**src/hdl/pbs_pkg.sv**
```systemverilog
// constants and types for the pipelined address bus sequencer
// Summary of operation
// - next-address sampled end of phase one; second, pipelined-first and no-request states only
// - pipelined address driven early with strobe
// - pipelined first state follows presenting cycle
// - request plus pending goes to wait-with-address
// - nothing pending goes to no-request wait
// - ready ignored in pipelined first state
// - reads float data, capture on ready
// - write data from phase two, held after
// - wait states repeat while ready inactive
// - strobe and address held; repeat requests ignored
// - late request in second state starts pipelining
// - late internal request adds wait, then presents
// - first cycle after idle, hold, reset nonpipelined
// - next-address sampled each phase-one end of second, pipelined-first and no-request states
// - no strobe or address in no-request wait
// - hold state asserts hold grant
// - after acknowledge: next cycle, idle or hold
// - bus state is two clocks, one when doubled
package pbs_pkg;
    localparam int ADDR_W    = 30;
    localparam int BE_W      = 4;
    localparam int DATA_W    = 32;
    localparam int BUF_DEPTH = 2;

    localparam logic       ADS_N_RST  = 1'b1;
    localparam logic [3:0] BE_N_RST   = 4'hf;
    localparam logic       PHASE_ONE  = 1'b0;
    localparam logic       PHASE_TWO  = 1'b1;

    typedef enum logic [2:0] {
        ST_IDLE       = 3'h0,
        ST_CYC_FIRST  = 3'h1,
        ST_CYC_SECOND = 3'h2,
        ST_PIPE_FIRST = 3'h3,
        ST_PIPE_ADDR  = 3'h4,
        ST_PIPE_NOREQ = 3'h5,
        ST_HOLD       = 3'h6
    } pbs_state_t;
endpackage

```
**src/hdl/pbs_stream_if.sv**
```systemverilog
// valid/ready word stream between the sequencer and its buffer
`timescale 1ns/100ps
interface pbs_stream_if #(parameter int W = 32);
    logic         valid;
    logic         ready;
    logic [W-1:0] data;
    modport src (output valid, output data, input ready);
    modport snk (input valid, input data, output ready);
endinterface

```
**src/hdl/pbs_seq.sv**
```systemverilog
// bus-state sequencer with per-cycle address pipelining
`timescale 1ns/100ps
module pbs_seq (
    input  wire logic                       sys_clk_i,
    input  wire logic                       rst_n_i,
    input  wire logic                       clock_doubled_i,
    input  wire logic                       req_valid_i,
    output logic                            req_ready_o,
    input  wire logic [pbs_pkg::ADDR_W-1:0] req_addr_i,
    input  wire logic [pbs_pkg::BE_W-1:0]   req_be_n_i,
    input  wire logic                       req_write_i,
    input  wire logic                       req_mem_i,
    input  wire logic                       req_data_cyc_i,
    input  wire logic [pbs_pkg::DATA_W-1:0] req_wdata_i,
    output logic                            rd_valid_o,
    input  wire logic                       rd_ready_i,
    output logic [pbs_pkg::DATA_W-1:0]      rd_data_o,
    input  wire logic                       next_address_request_n_i,
    input  wire logic                       ready_n_i,
    input  wire logic                       hold_request_i,
    output logic                            hold_grant_o,
    output logic                            address_strobe_n_o,
    output logic [pbs_pkg::ADDR_W-1:0]      word_address_o,
    output logic [pbs_pkg::BE_W-1:0]        byte_enables_n_o,
    output logic                            write_read_o,
    output logic                            mem_io_o,
    output logic                            data_ctrl_o,
    output logic [pbs_pkg::DATA_W-1:0]      data_o,
    output logic                            data_oe_o,
    input  wire logic [pbs_pkg::DATA_W-1:0] data_i
);
    localparam int AW = pbs_pkg::ADDR_W;
    localparam int DW = pbs_pkg::DATA_W;
    localparam int BW = pbs_pkg::BE_W;

    pbs_pkg::pbs_state_t state_reg;
    pbs_pkg::pbs_state_t state_next;
    logic          phase_reg;
    logic          phase_next;
    logic          na_seen_reg;
    logic          na_seen_next;
    // one-entry holding register for the internal request
    logic          pend_v_reg;
    logic          pend_v_next;
    logic [AW-1:0] pend_addr_reg;
    logic [BW-1:0] pend_be_reg;
    logic          pend_wr_reg;
    logic          pend_mem_reg;
    logic          pend_dc_reg;
    logic [DW-1:0] pend_wd_reg;
    logic          req_rdy_reg;
    // bus-facing address group
    logic          ads_n_reg;
    logic          ads_n_next;
    logic [AW-1:0] addr_reg;
    logic [BW-1:0] be_reg;
    logic          wr_reg;
    logic          mem_reg;
    logic          dc_reg;
    // cycle in progress and the one already presented behind it
    logic          cur_wr_reg;
    logic          cur_wr_next;
    logic [DW-1:0] cur_wd_reg;
    logic [DW-1:0] cur_wd_next;
    logic          pipe_wr_reg;
    logic [DW-1:0] pipe_wd_reg;
    logic          rd_busy_reg;
    logic          rd_busy_next;
    logic [DW-1:0] dout_reg;
    logic [DW-1:0] dout_next;
    logic          oe_reg;
    logic          oe_next;
    logic          wr_hold_reg;
    logic          wr_hold_next;
    logic          hold_reg;

    logic tick;
    logic na_strobe;
    logic na_now;
    logic rdy;
    logic pending;
    logic present;
    logic ack;
    logic sampling;
    logic first_state;

    pbs_stream_if #(.W(DW)) cap_s ();
    pbs_stream_if #(.W(DW)) rd_s ();

    assign rdy       = !ready_n_i;
    // a bus state ends on phase two, or on every clock when doubled
    assign tick      = clock_doubled_i || (phase_reg == pbs_pkg::PHASE_TWO);
    assign phase_next = clock_doubled_i ? pbs_pkg::PHASE_ONE : !phase_reg;
    // sampled at the end of phase one, i.e. where phase two begins
    assign na_strobe = clock_doubled_i || (phase_reg == pbs_pkg::PHASE_ONE);
    // the second nonpipelined, pipelined-first and no-request states are the only ones that sample next-address
    assign sampling  = (state_reg == pbs_pkg::ST_CYC_SECOND)
                    || (state_reg == pbs_pkg::ST_PIPE_FIRST)
                    || (state_reg == pbs_pkg::ST_PIPE_NOREQ);
    assign na_now    = na_seen_reg
                    || (na_strobe && sampling
                        && !next_address_request_n_i);
    // a read may only start when its captured word is sure of a slot
    assign pending   = pend_v_reg
                    && (pend_wr_reg || (!rd_busy_reg && cap_s.ready));
    assign first_state = (state_reg == pbs_pkg::ST_CYC_FIRST)
                      || (state_reg == pbs_pkg::ST_PIPE_FIRST);

    always_comb
    begin
        state_next   = state_reg;
        na_seen_next = na_seen_reg;
        present      = 1'b0;
        ack          = 1'b0;
        cur_wr_next  = cur_wr_reg;
        cur_wd_next  = cur_wd_reg;
        if (na_strobe && sampling && !next_address_request_n_i)
            na_seen_next = 1'b1;
        if (tick)
        begin
            case (state_reg)
                pbs_pkg::ST_IDLE:
                begin
                    if (hold_request_i)
                        state_next = pbs_pkg::ST_HOLD;
                    else if (pending)
                    begin
                        // never pipelined straight out of idle
                        state_next = pbs_pkg::ST_CYC_FIRST;
                        present    = 1'b1;
                    end
                end
                pbs_pkg::ST_HOLD:
                begin
                    if (!hold_request_i)
                        state_next = pbs_pkg::ST_IDLE;
                end
                pbs_pkg::ST_CYC_FIRST:
                    state_next = pbs_pkg::ST_CYC_SECOND;
                pbs_pkg::ST_CYC_SECOND:
                begin
                    if (rdy)
                        ack = 1'b1;
                    else if (na_now && pending)
                    begin
                        state_next = pbs_pkg::ST_PIPE_ADDR;
                        present    = 1'b1;
                    end
                    else if (na_now)
                        state_next = pbs_pkg::ST_PIPE_NOREQ;
                end
                pbs_pkg::ST_PIPE_FIRST:
                begin
                    // ready at the end of this state is not an answer
                    if (!pending)
                        state_next = pbs_pkg::ST_PIPE_NOREQ;
                    else if (na_now)
                    begin
                        state_next = pbs_pkg::ST_PIPE_ADDR;
                        present    = 1'b1;
                    end
                    else
                        state_next = pbs_pkg::ST_CYC_SECOND;
                end
                pbs_pkg::ST_PIPE_ADDR:
                begin
                    // only one following cycle can be out at a time
                    if (rdy)
                    begin
                        ack          = 1'b1;
                        state_next   = pbs_pkg::ST_PIPE_FIRST;
                        na_seen_next = 1'b0;
                        cur_wr_next  = pipe_wr_reg;
                        cur_wd_next  = pipe_wd_reg;
                    end
                end
                pbs_pkg::ST_PIPE_NOREQ:
                begin
                    if (rdy)
                        ack = 1'b1;
                    else if (pending)
                    begin
                        state_next = pbs_pkg::ST_PIPE_ADDR;
                        present    = 1'b1;
                    end
                end
                default:
                    state_next = pbs_pkg::ST_IDLE;
            endcase
            // end of a cycle whose next address was not yet presented
            if (ack && (state_reg != pbs_pkg::ST_PIPE_ADDR))
            begin
                na_seen_next = 1'b0;
                if (hold_request_i)
                    state_next = pbs_pkg::ST_HOLD;
                else if (pending)
                begin
                    state_next = pbs_pkg::ST_CYC_FIRST;
                    present    = 1'b1;
                end
                else
                    state_next = pbs_pkg::ST_IDLE;
            end
        end
        if (present && (state_next == pbs_pkg::ST_CYC_FIRST))
        begin
            cur_wr_next = pend_wr_reg;
            cur_wd_next = pend_wd_reg;
        end
    end

    // strobe only in the first nonpipelined state and while the
    // pipelined address is out; the system reads pipelining from it
    assign ads_n_next = !((state_next == pbs_pkg::ST_CYC_FIRST)
                       || (state_next == pbs_pkg::ST_PIPE_ADDR));

    always_comb
    begin
        pend_v_next  = pend_v_reg;
        rd_busy_next = rd_busy_reg;
        if (present)
        begin
            pend_v_next = 1'b0;
            if (!pend_wr_reg)
                rd_busy_next = 1'b1;
        end
        if (ack && !cur_wr_reg)
            rd_busy_next = present && !pend_wr_reg;
        if (!pend_v_next && req_valid_i && req_rdy_reg)
            pend_v_next = 1'b1;
    end

    // write data: from phase two of the first state, held one phase
    // past the acknowledge so the target sees hold time
    always_comb
    begin
        wr_hold_next = ack && cur_wr_reg;
        if (wr_hold_next)
            dout_next = dout_reg;
        else
            dout_next = cur_wd_next;
        oe_next = wr_hold_next;
        if (cur_wr_next)
        begin
            case (state_next)
                pbs_pkg::ST_CYC_FIRST,
                pbs_pkg::ST_PIPE_FIRST:
                    oe_next = oe_next || (phase_next == pbs_pkg::PHASE_TWO)
                           || clock_doubled_i;
                pbs_pkg::ST_CYC_SECOND,
                pbs_pkg::ST_PIPE_ADDR,
                pbs_pkg::ST_PIPE_NOREQ:
                    oe_next = 1'b1;
                default:
                    oe_next = oe_next;
            endcase
        end
        if (first_state && !tick && !cur_wr_reg)
            oe_next = wr_hold_next;
    end

    always_ff @(posedge sys_clk_i or negedge rst_n_i)
    begin
        if (!rst_n_i)
        begin
            state_reg   <= pbs_pkg::ST_IDLE;
            phase_reg   <= pbs_pkg::PHASE_ONE;
            na_seen_reg <= 1'b0;
            ads_n_reg   <= pbs_pkg::ADS_N_RST;
            hold_reg    <= 1'b0;
            cur_wr_reg  <= 1'b0;
            cur_wd_reg  <= '0;
            rd_busy_reg <= 1'b0;
            dout_reg    <= '0;
            oe_reg      <= 1'b0;
            wr_hold_reg <= 1'b0;
            pend_v_reg  <= 1'b0;
            req_rdy_reg <= 1'b0;
        end
        else
        begin
            state_reg   <= state_next;
            phase_reg   <= phase_next;
            na_seen_reg <= na_seen_next;
            ads_n_reg   <= ads_n_next;
            hold_reg    <= (state_next == pbs_pkg::ST_HOLD);
            cur_wr_reg  <= cur_wr_next;
            cur_wd_reg  <= cur_wd_next;
            rd_busy_reg <= rd_busy_next;
            dout_reg    <= dout_next;
            oe_reg      <= oe_next;
            wr_hold_reg <= wr_hold_next;
            pend_v_reg  <= pend_v_next;
            req_rdy_reg <= !pend_v_next;
        end
    end

    // data registers only load on their strobes, no reset needed on
    // the payload beyond a known start
    always_ff @(posedge sys_clk_i or negedge rst_n_i)
    begin
        if (!rst_n_i)
        begin
            addr_reg      <= '0;
            be_reg        <= pbs_pkg::BE_N_RST;
            wr_reg        <= 1'b0;
            mem_reg       <= 1'b0;
            dc_reg        <= 1'b0;
            pipe_wr_reg   <= 1'b0;
            pipe_wd_reg   <= '0;
            pend_addr_reg <= '0;
            pend_be_reg   <= pbs_pkg::BE_N_RST;
            pend_wr_reg   <= 1'b0;
            pend_mem_reg  <= 1'b0;
            pend_dc_reg   <= 1'b0;
            pend_wd_reg   <= '0;
        end
        else
        begin
            if (present)
            begin
                addr_reg    <= pend_addr_reg;
                be_reg      <= pend_be_reg;
                wr_reg      <= pend_wr_reg;
                mem_reg     <= pend_mem_reg;
                dc_reg      <= pend_dc_reg;
                pipe_wr_reg <= pend_wr_reg;
                pipe_wd_reg <= pend_wd_reg;
            end
            if (!pend_v_reg && req_valid_i && req_rdy_reg)
            begin
                pend_addr_reg <= req_addr_i;
                pend_be_reg   <= req_be_n_i;
                pend_wr_reg   <= req_write_i;
                pend_mem_reg  <= req_mem_i;
                pend_dc_reg   <= req_data_cyc_i;
                pend_wd_reg   <= req_wdata_i;
            end
        end
    end

    // read data taken from the pins on the acknowledging edge
    assign cap_s.valid = ack && !cur_wr_reg;
    assign cap_s.data  = data_i;

    pbs_buf #(
        .W     (DW),
        .DEPTH (pbs_pkg::BUF_DEPTH)
    ) u_rd_buf (
        .sys_clk_i (sys_clk_i),
        .rst_n_i   (rst_n_i),
        .in_s      (cap_s),
        .out_s     (rd_s)
    );

    assign rd_s.ready         = rd_ready_i;
    assign rd_valid_o         = rd_s.valid;
    assign rd_data_o          = rd_s.data;
    assign req_ready_o        = req_rdy_reg;
    assign hold_grant_o       = hold_reg;
    assign address_strobe_n_o = ads_n_reg;
    assign word_address_o     = addr_reg;
    assign byte_enables_n_o   = be_reg;
    assign write_read_o       = wr_reg;
    assign mem_io_o           = mem_reg;
    assign data_ctrl_o        = dc_reg;
    assign data_o             = dout_reg;
    assign data_oe_o          = oe_reg;
endmodule

```
**src/hdl/pbs_buf.sv**
```systemverilog
// two-entry buffer with registered outputs for captured read data
`timescale 1ns/100ps
module pbs_buf #(
    parameter int W     = 32,
    parameter int DEPTH = 2
) (
    input  wire logic  sys_clk_i,
    input  wire logic  rst_n_i,
    pbs_stream_if.snk  in_s,
    pbs_stream_if.src  out_s
);
    generate
        if (DEPTH != 2)
        begin : g_chk
            $error("pbs_buf only serves a depth of two");
        end
    endgenerate

    logic         head_v_reg;
    logic         head_v_next;
    logic         skid_v_reg;
    logic         skid_v_next;
    logic [W-1:0] head_reg;
    logic [W-1:0] head_next;
    logic [W-1:0] skid_reg;
    logic [W-1:0] skid_next;
    logic         in_rdy_reg;

    // ready is registered, so the skid entry absorbs a word that was
    // already on its way when the drain side stalled
    always_comb
    begin
        head_v_next = head_v_reg;
        skid_v_next = skid_v_reg;
        head_next   = head_reg;
        skid_next   = skid_reg;
        if (out_s.ready && head_v_reg)
        begin
            head_v_next = skid_v_reg;
            head_next   = skid_reg;
            skid_v_next = 1'b0;
        end
        if (in_s.valid && in_rdy_reg)
        begin
            if (!head_v_next)
            begin
                head_v_next = 1'b1;
                head_next   = in_s.data;
            end
            else
            begin
                skid_v_next = 1'b1;
                skid_next   = in_s.data;
            end
        end
    end

    always_ff @(posedge sys_clk_i or negedge rst_n_i)
    begin
        if (!rst_n_i)
        begin
            head_v_reg <= 1'b0;
            skid_v_reg <= 1'b0;
            head_reg   <= '0;
            skid_reg   <= '0;
            in_rdy_reg <= 1'b1;
        end
        else
        begin
            head_v_reg <= head_v_next;
            skid_v_reg <= skid_v_next;
            head_reg   <= head_next;
            skid_reg   <= skid_next;
            in_rdy_reg <= !skid_v_next;
        end
    end

    assign in_s.ready  = in_rdy_reg;
    assign out_s.valid = head_v_reg;
    assign out_s.data  = head_reg;
endmodule

```
**config.mk**
```make
export PLATFORM = sky130hd
export DESIGN_NAME = pbs_seq
export DESIGN_NICKNAME = d
export VERILOG_FILES = /design/src/hdl/pbs_pkg.sv /design/src/hdl/pbs_stream_if.sv /design/src/hdl/pbs_seq.sv /design/src/hdl/pbs_buf.sv
export SDC_FILE = /design/constraint.sdc
export NUM_CORES = 1
export LEC_CHECK = 0
export BUFFER_PORTS_ARGS = -buffer_cell sky130_fd_sc_hd__buf_2
export CAP_MARGIN = 30
export CORE_UTILIZATION = 55
export CTS_CLUSTER_DIAMETER = 150
export DETAILED_ROUTE_END_ITERATION = 10
export GPL_TIMING_DRIVEN = 0
export HOLD_SLACK_MARGIN = 0.1
export PLACE_DENSITY = 0.82
export SETUP_SLACK_MARGIN = 0.2
export SYNTH_ARGS = -nofsm -noshare
export SYNTH_HDL_FRONTEND = slang
export SYNTH_HIERARCHICAL = 1
export SYNTH_SLANG_ARGS = --single-unit
```
**constraint.sdc**
```tcl
create_clock -name sys_clk_i -period 5.95 [get_ports sys_clk_i]
set_input_delay 0 -clock sys_clk_i [delete_from_list [all_inputs] [get_ports sys_clk_i]]
set_output_delay 0 -clock sys_clk_i [all_outputs]
set_load 0.005 [all_outputs]
```
-- After elaboration in Yosys (flattened, before gate mapping)
Cells that the tools add are included.
- reductions and logical operators: 46
- mux-type cells: 62
- bitwise logic cells: 1
- eq/ne operators: 14
- operators by type and width (kind ; number):
    32-bit 2-to-1 mux ; 7
    3-bit 2-to-1 mux ; 14
    1-bit 2-to-1 mux ; 38
    3-bit one-hot mux with 7 select lines ; 1
    3-bit equality test, second input constant ; 6
    1-bit logical AND ; 18
    3-bit by 2-bit equality test with 1-bit output, second input constant ; 4
    1-bit zero test ; 11
    1-bit logical OR ; 10
    3-bit by 1-bit equality test with 1-bit output, second input constant ; 2
    3-bit OR reduction ; 2
    1-bit one-hot mux with 4 select lines ; 1
    2-bit AND reduction ; 2
    3-bit zero test ; 1
    3-bit != test, second input constant ; 1
    2-bit by 1-bit != test with 1-bit output, second input constant ; 1
    1-bit one-hot mux with 2 select lines ; 1
    2-bit nonzero test ; 1
    2-bit OR reduction ; 1
    1-bit inverter ; 1
- output and inout bits: 106
- input bits: 109
- word-level logic and storage cells: 152
- bits in registers: 281

-- Logic depth before layout (Yosys ltp)
Gate-level depths: netlist of run 1.
- depth in word-level cells: 20
- mapped depth: 10
- mapped depth without buffers: 8

-- Modules after synthesis
Netlist of run 1, hierarchy kept.
- modules (own cells, without submodules) (module ; cells an instance ; times used ; area an instance (um^2) ; sequential area each (um^2)):
    pbs_seq ; 567 ; 1 ; 8823.5 ; 5366.4
    pbs_buf ; 183 ; 1 ; 2992.9 ; 1677.9

-- Worst setup path before layout of run 1
Ideal clock, no wire load.
- path kind: register to register
- start point: register state_reg[1]
- end point: register dout_reg[10] (netlist: data_o[10])
- period minus slack after synthesis: 2.444 ns
- required time: 5.825 ns
- data arrival time: 2.319 ns
- setup time: 0.125 ns
- path buffers: 1
- stages on the path, launching flop included: 9
- slack: 3.506 ns
- cell sequence: dfrtp_1 nand2b_1 o211a_1 nor4_2 o31ai_4 a21oi_4 buf_6 mux2_4 mux2_2
- word-level cells in the longest chain between the ends: 16
- elaborated cells on any way between the ends: 48
- those cells by class: eq/ne (8); mux (29); reduce/logical (11)
- ends and longest elaborated chain (element ; line ; text):
    start, declared ; pbs_seq.sv:36 ; pbs_pkg::pbs_state_t state_reg;
    start signal, assigned ; pbs_seq.sv:266 ; state_reg <= pbs_pkg::ST_IDLE;
    start signal, assigned ; pbs_seq.sv:282 ; state_reg <= state_next;
    parallel branches: the longest is 15 deep, another holds 3-bit one-hot mux with 7 select lines ; n/a ;
    32-bit 2-to-1 mux (*) ; pbs_seq.sv:205 ; if (present && (state_next == pbs_pkg::ST_CYC_FIRST))
    net cur_wd_next[10] ; pbs_seq.sv:64 ; logic [DW-1:0] cur_wd_next;
    end signal, assigned ; pbs_seq.sv:290 ; dout_reg <= dout_next;
    end, declared ; pbs_seq.sv:69 ; logic [DW-1:0] dout_reg;
Mark *: on every way through the listed nets, which the timed path passes. The select of a mux whose other input is x is not followed.
A chain may end at the register's enable or synchronous reset.

-- Worst setup path in the final report of run 1
- start point: register state_reg[1]
- end point: register u_rd_buf.head_reg[1] (netlist: u_rd_buf/out_s.data[1])
- word-level cells in the longest chain between the ends: 8
- elaborated cells on any way between the ends: 10
- those cells by class: eq/ne (3); mux (4); reduce/logical (3)
- ends and longest elaborated chain (element ; line ; text):
    3-bit by 2-bit equality test with 1-bit output / 3-bit equality test (equally long branches) ; pbs_seq.sv:121 ; case (state_reg)
    3-bit OR reduction (no source line) (*) ; n/a ;
    1-bit 2-to-1 mux (*) ; n/a ;
    1-bit 2-to-1 mux (*) (2 in series) ; pbs_seq.sv:119 ; if (tick)
    1-bit logical AND (*) ; pbs_seq.sv:343 ; assign cap_s.valid = ack && !cur_wr_reg;
    net cap_s.valid ; pbs_stream_if.sv:4 ; logic valid;
    1-bit logical AND (*) ; pbs_buf.sv:43 ; if (in_s.valid && in_rdy_reg)
    32-bit 2-to-1 mux (*) ; pbs_buf.sv:43 ;
    net u_rd_buf.head_next[1] ; pbs_buf.sv:24 ; logic [W-1:0] head_next;
    end signal, assigned ; pbs_buf.sv:72 ; head_reg <= head_next;
    end, declared ; pbs_buf.sv:23 ; logic [W-1:0] head_reg;
Mark *: on every way through the listed nets, which the timed path passes. The rest lies on a longest branch. The select of a mux whose other input is x is not followed.

==> metrics.md, run 1 <==
| Metric | Value |
|---|---|
| Post-Route WL | `26480 um` |
| Initial Util | `56.21%` |
| Pwr dens | `501.2 nW/um2` |
| DP Cell Count | `1240` |
| # nets final | `1218` |
| Layout area overhead | `30.66%` |
| Syn Nets | `859` |
| Most used cell along the critical path | `nand2_1` |
| Outcome | `completed` |
| Max incr delay on CP | `550 ps` |
| GP Congestion | `0.8672` |
| Mean Syn Cell Area | `15.76 um2` |
| DR iter-0 viols | `279` |
| Fmax | `310.2 MHz` |
| GRT Total Usage | `24.71%` |
| Net Sw Frac | `29.04%` |
| Top cells by count, synth | `dfrtp_1 (271), mux2_2 (256), mux2_4 (55)` |
| Critical Path Source Type | `register` |
| Clk buf depth | `3` |
| Share of the synthesized area in the top cell type | `57.39%` |
| Mapped Cells | `750` |
| PostCTS Resize Cnt | `0` |
| Root buf cell | `clkbuf_16` |
| Post-synth EDFFs | `0` |
| Setup Skew | `10.66 ps` |
| CP cell instances | `clkbuf_1 -> nand2_1 -> a211oi_1 -> nor2b_1 -> nand2_1 -> o21bai_1 -> buf_2 -> mux2_2 -> dlygate4sd3_1` |
| CP top delay family | `buffers and inverters` |
| DRT Pass-1 Iters | `4` |
| Clock share of power | `23.6%` |
| Fin. Hold Viols | `0` |
| DRC Markers | `0` |
| Worst Path Max Fanout | `10` |
| Final core utilization | `73.45%` |
| Crit path max-delay cell type | `dlygate4sd3_1` |
| Finished Layout Cells | `1409` |
| DR vias/cell | `5.306` |
| CTS tree | `done` |
| H-tree levels | `1` |
| Worst hold slack | `228.6 ps` |
| First-pass GRT wire length | `42860 um` |
| DR vias | `7476` |
| Int Power | `0.005491 W` |
| Gate power share | `33.7%` |
| Asr flop ratio synth | `100.0%` |
| Synth cell types | `51` |
| Max-slew violation count | `0` |
| Count of input and output buffers | `213` |
| Share of cells above drive strength 1 | `54.33%` |
| Worst Tran Pin Value | `695.6 ps` |
| Vias in the first global route | `8244` |
| Sequential power share | `42.6%` |
| Wire length per cell | `18.79 um` |
| Worst hold-check path type | `in2reg` |
| Worst hold start | `req_wdata_i[10]` |
| Setup violators final | `0` |
| Worst Setup SP | `state_reg[1]` |
| Primary FF master, synth | `dfrtp_1` |
| Most common cell in the synthesized netlist | `dfrtp_1` |
| Setup bufs post-CTS | `0` |
| RSZ-0062 raised after global routing | `false` |
| CP bufs+invs | `3` |
| Leak | `7.489 nW` |
| Initial antenna violation count | `1` |
| Die width | `148.6 um` |
| CP arrival | `3650 ps` |
| Grt ovf | `0` |
| Die Span Y | `148.6 um` |
| R2r startpoint | `state_reg[1]` |
| Seq cells post-synth | `281` |
| Die area | `22070 um2` |
| Nature of the critical path endpoint | `register` |
| Clk sinks | `281` |
| Clk slew on worst S/H paths | `60 ps` |
| Pin count of the biggest net entering global routing | `124` |
| Final ANT Viol Nets | `0` |
| Synth area leader | `dfrtp_1` |
| # rows | `53` |
| Net switching power | `0.002247 W` |
| Core Box Area | `21020 um2` |
| Worst Path Class, Setup | `reg2reg` |
| Final Cycle Share | `54.18%` |
| Worst Path Required | `6370 ps` |
| Post-DP HPWL | `15990 um` |
| Peak VDD IR | `0.3207 mV` |
| Most area-consuming cells after synthesis | `dfrtp_1 (57%), mux2_2 (24%), mux2_4 (7.0%)` |
| CTS Buf Count | `29` |
| Synth Cell Area | `11820 um2` |
| Hold_buf cts | `113` |
| I/O pin count | `215` |
| Setup TNS Final | `0 ps` |
| Proportion of synthesized chip area in sequential cells | `59.61%` |
| Min Tclk post-route | `3224 ps` |
| Max-capacitance violation count | `0` |
| Yosys warns | `6` |
| Clk_lat worst skew | `540 ps` |
| Slew HR | `53.63%` |
## power by group through the flow
stage               sequential, W  combinational, W  clock, W
global placement          0.00324           0.00239         0
CTS                       0.00328           0.00260   0.00186
floorplan                 0.00321           0.00173         0
detailed placement        0.00329           0.00250         0
finish                    0.00330           0.00261   0.00183
global route              0.00340           0.00283   0.00196
## worst paths after layout
kind | to | slack [ps] | cells after the start
setup / recovery | u_rd_buf/out_s.data[1] | 2730 | 9
hold / removal | pend_wd_reg[10] | 230 | 3
setup reg to reg | u_rd_buf/out_s.data[1] | 2730 | 9
hold reg to reg | word_address_o[25] | 480 | 1
max in group asynchronous | u_rd_buf/out_s.data[25] | 4320 | 5
min in group asynchronous | pend_be_reg[3] | 570 | 3
## cell families after synthesis
logic type | share of synthesized area [%]
XOR/XNOR | 0.07413
multiplexers | 33.37
buffers and inverters | 2.139
AO/OA/AOI/OAI | 2.605
AND/OR/NAND/NOR | 2.202
flip-flops | 59.61
## worst min-delay path, stage by stage
cell,delay [ps]
dlygate4sd3_1,520
buf_2,90
mux2_2,130
## stage by stage
| step | setup slack, ps | instance area (um2) | total power [W] |
|---|---|---|---|
| finish | 2726 | 15440 | 0.007739 |
| global route | 2440 | 15440 | 0.008194 |
| CTS | 2769 | 15430 | 0.007740 |
| detailed placement | 3169 | 13290 | 0.005791 |
| global placement | -196.5 | 13230 | 0.005638 |
| floorplan | 3506 | 11820 | 0.004946 |
## cell type report
cell class / instances / area, um2
sequential: 281 / 7044
buffer: 40 / 219.0
clock inverter: 7 / 71.32
inverter: 9 / 33.78
multi-input combinational: 420 / 4519
fill: 1282 / 5582
antenna: 2 / 5.005
clock buffer: 47 / 923.4
timing repair buffer: 328 / 2280
tap: 275 / 344.1
## placed cells by master, fill, tap and decap left out, types with 10 or more instances in the layout
cell type / instances
dlygate4sd3_1: 112
mux2_4: 55
clkbuf_16: 29
dfrtp_1: 271
mux2_2: 256
clkbuf_1: 15
clkbuf_8: 13
buf_2: 225
dfstp_2: 10
nand2_1: 12
buf_1: 10
mux2_1: 19
## metal layers
layer	track usage (%)	up-vias	wire length (um)
met3	6.135	47	1674
li1	-	3424	-
met4	7.113	0	581
met2	42.92	222	13400
met5	0	-	0
met1	30.47	3783	10820
(Power assumes the default switching activity.)
==> run 2: changes to the inputs <==
==> constraint.sdc (replaced) <==
create_clock -name sys_clk_i -period 3 [get_ports sys_clk_i]
set_input_delay 0 -clock sys_clk_i [delete_from_list [all_inputs] [get_ports sys_clk_i]]
set_output_delay 0 -clock sys_clk_i [all_outputs]
set_load 0.005 [all_outputs]
==> run 2 against run 1 <==
Combinational power up 97%. Sequential cell count stayed put. Global-route usage down 0.15 points. Sequential share of layout area barely moved. Sequential power is 98% higher. Critical path depth shrank 2. Register-to-register slack got worse by 2400 ps. First-iteration DRC count down 2.9%. Clock power rose by 98%. Setup slack got worse by 2400 ps. Critical path type unchanged. Largest cell class unchanged.
==> metrics.md, run 2 (same netlist as run 1, synthesis figures left out) <==
| Metric | Value |
|---|---|
| Outcome | `completed (unchanged)` |
| Max-slew violation count | `0 (unchanged)` |
| CP arrival | `3130 ps (was 3650 ps)` |
| Worst hold-check path type | `in2reg (unchanged)` |
| Setup Skew | `10.33 ps (was 10.66 ps)` |
| Final Cycle Share | `90.18% (was 54.18%)` |
| Final ANT Viol Nets | `0 (unchanged)` |
| Initial antenna violation count | `1 (unchanged)` |
| Vias in the first global route | `8230 (was 8244)` |
| GR peak layer | `met2 (unchanged)` |
| CTS Buf Count | `29 (unchanged)` |
| Placed inst area | `13290 um2 (unchanged)` |
| Post-Route WL | `26250 um (was 26480 um)` |
| CTS tree | `done (unchanged)` |
| Fmax | `369.6 MHz (was 310.2 MHz)` |
| Count of input and output buffers | `213 (unchanged)` |
| Most frequent cells in the layout | `dfrtp_1 (271), mux2_2 (256), buf_2 (224), dlygate4sd3_1 (109), mux2_4 (55) (was dfrtp_1 (271), mux2_2 (256), buf_2 (225), dlygate4sd3_1 (112), mux2_4 (55))` |
| Worst setup margin | `294.6 ps (was 2726 ps)` |
| Peak VDD IR | `0.5914 mV (was 0.3207 mV)` |
| DRT Pass-1 Iters | `4 (unchanged)` |
| GP Congestion | `0.8672 (unchanged)` |
| # rows | `53 (unchanged)` |
| DR vias | `7426 (was 7476)` |
| Worst Tran Pin Value | `696.4 ps (was 695.6 ps)` |
| Max-capacitance violation count | `0 (unchanged)` |
| DP Cell Count | `1240 (unchanged)` |
| # nets final | `1217 (was 1218)` |
| DR iter-0 viols | `271 (was 279)` |
| Die area | `22070 um2 (unchanged)` |
| Pwr dens | `992.2 nW/um2 (was 501.2 nW/um2)` |
| GRT Total Usage | `24.56% (was 24.71%)` |
| I/O pin count | `215 (unchanged)` |
| Post-DP HPWL | `15990 um (unchanged)` |
| Hold path depth | `3 (unchanged)` |
| Initial Util | `56.21% (unchanged)` |
| Root buf cell | `clkbuf_16 (unchanged)` |
| Commonest non-fill, non-tap cell in the layout | `dfrtp_1 (unchanged)` |
| First-pass GRT wire length | `42600 um (was 42860 um)` |
| DRC Markers | `0 (unchanged)` |
| Core Box Area | `21020 um2 (unchanged)` |
| Min Tclk post-route | `2705 ps (was 3224 ps)` |
| Grt met1 use | `30.66% (was 30.47%)` |
| Final instance area | `15440 um2 (about the same)` |
| Setup violators final | `0 (unchanged)` |
| Leak | `7.493 nW (was 7.489 nW)` |
| Worst Hold End | `pend_wd_reg[10] (unchanged)` |
| DR vias/cell | `5.274 (was 5.306)` |
| Fin. Hold Viols | `0 (unchanged)` |
| Worst Reg2Reg Path Length in Cells | `7 (was 9)` |
| Layout area overhead | `30.65% (was 30.66%)` |
| H-tree levels | `1 (unchanged)` |
| Clk_lat worst skew | `540 ps (about the same)` |
| Clk buf depth | `3 (unchanged)` |
| Grt ovf | `0 (unchanged)` |
| R2r startpoint | `phase_reg (was state_reg[1])` |
| Reg-to-Reg End | `data_o[11] (was u_rd_buf/out_s.data[1])` |
| Global routing met3 resource utilization | `6.074% (was 6.135%)` |
| Worst hold start | `req_wdata_i[10] (unchanged)` |
| Clk slew on worst S/H paths | `60 ps (about the same)` |
| Critical Path Source Type | `register (unchanged)` |
| Wire length per cell | `18.65 um (was 18.79 um)` |
| Slew HR | `53.57% (was 53.63%)` |
| Nature of the critical path endpoint | `register (unchanged)` |
| GRT met2 Usage | `42.31% (was 42.92%)` |
| Clk sinks | `281 (unchanged)` |
| Die width | `148.6 um (unchanged)` |
| Worst Path Required | `3420 ps (was 6370 ps)` |
| Worst R2R Setup Slack | `290 ps (was 2730 ps)` |
| Die Span Y | `148.6 um (unchanged)` |
| Worst Path Max Fanout | `10 (unchanged)` |
| Finished Layout Cells | `1408 (was 1409)` |
| Post-place setup slack | `219.4 ps (was 3169 ps)` |
| Share of cells above drive strength 1 | `55.00% (was 54.33%)` |
| RSZ-0062 raised after global routing | `false (unchanged)` |
| Pin count of the biggest net entering global routing | `124 (unchanged)` |
| Worst Path Class, Setup | `reg2reg (unchanged)` |
[run 2: changes by cell type in the layout (fill, tap and decap cells not counted), sizes merged]
| cell | before | now |
|---|---|---|
| clkbuf | 57 | 58 |
| dlygate4sd3 | 112 | 109 |
| buf | 246 | 247 |
[run 2: worst max path at each step]
stage	startpoint	slack, ps	endpoint	depth (start not counted)
finish	phase_reg	290	data_o[11]	7
global route	state_reg[0]	180	u_rd_buf/skid_reg[12]	10
CTS	state_reg[1]	220	word_address_o[21]	8
detailed placement	state_reg[1]	220	data_o[15]	8
global placement	rst_n_i	-3150	u_rd_buf/out_s.data[4]	1
floorplan	state_reg[1]	560	data_o[23]	8
[run 2: worst max-delay path, cell delays in order, from the launching register on]
cell and delay, ps:
dfrtp_1 380, or2_1 230, clkbuf_1 170, nand4_1 330, clkbuf_1 510, mux2_2 410
mux2_4 280, mux2_2 270
[run 2: through the flow]
stage / power, W / hold WS [ps] / TNS (ps) / utilization (%)
2_1_floorplan: 0.009810 / -295.6 / 0 / -
3_3_place_gp: 0.01118 / 231.4 / -857450 / 62.92
3_5_place_dp: 0.01149 / -10.54 / 0 / 63.23
4_1_cts: 0.01533 / 202.6 / 0 / 73.35
5_1_grt: 0.01622 / 211.5 / 0 / 73.43
6_report: 0.01532 / 229.6 / 0 / 73.44
[run 2: power breakdown]
group / internal [W] / total (W) / switching, W
clock: 0.00219 / 0.00363 / 0.00144
sequential: 0.00560 / 0.00654 / 0.000935
combinational: 0.00309 / 0.00515 / 0.00206
[run 2: layer usage]
| layer | part of all wire, % | routed length (um) | up-vias |
|---|---|---|---|
| met5 | 0 | 0 | - |
| met4 | 2.3 | 591 | 0 |
| met3 | 6.5 | 1703 | 46 |
| met2 | 50 | 13230 | 218 |
| met1 | 41 | 10730 | 3749 |
| li1 | - | - | 3413 |
[run 2: final cells by class]
| cell class | instances | area [um2] |
|---|---|---|
| Sequential cell | 281 | 7044 |
| Clock inverter | 7 | 71.32 |
| Antenna cell | 2 | 5.005 |
| Inverter | 9 | 33.78 |
| Tap cell | 275 | 344.1 |
| Multi-Input combinational cell | 420 | 4527 |
| Clock buffer | 47 | 923.4 |
| Fill cell | 1282 | 5583 |
| Buffer | 40 | 225.2 |
| Timing Repair Buffer | 327 | 2265 |
[run 2: repair_timing]
action	4_1_cts	5_1_grt
buffers inserted	2	0
hold buffers	110	0
resized for setup	0	9
endpoints found under the hold margin	297	0
pin swaps	1	0
gates cloned	0	0
endpoints found under the setup margin	9	101
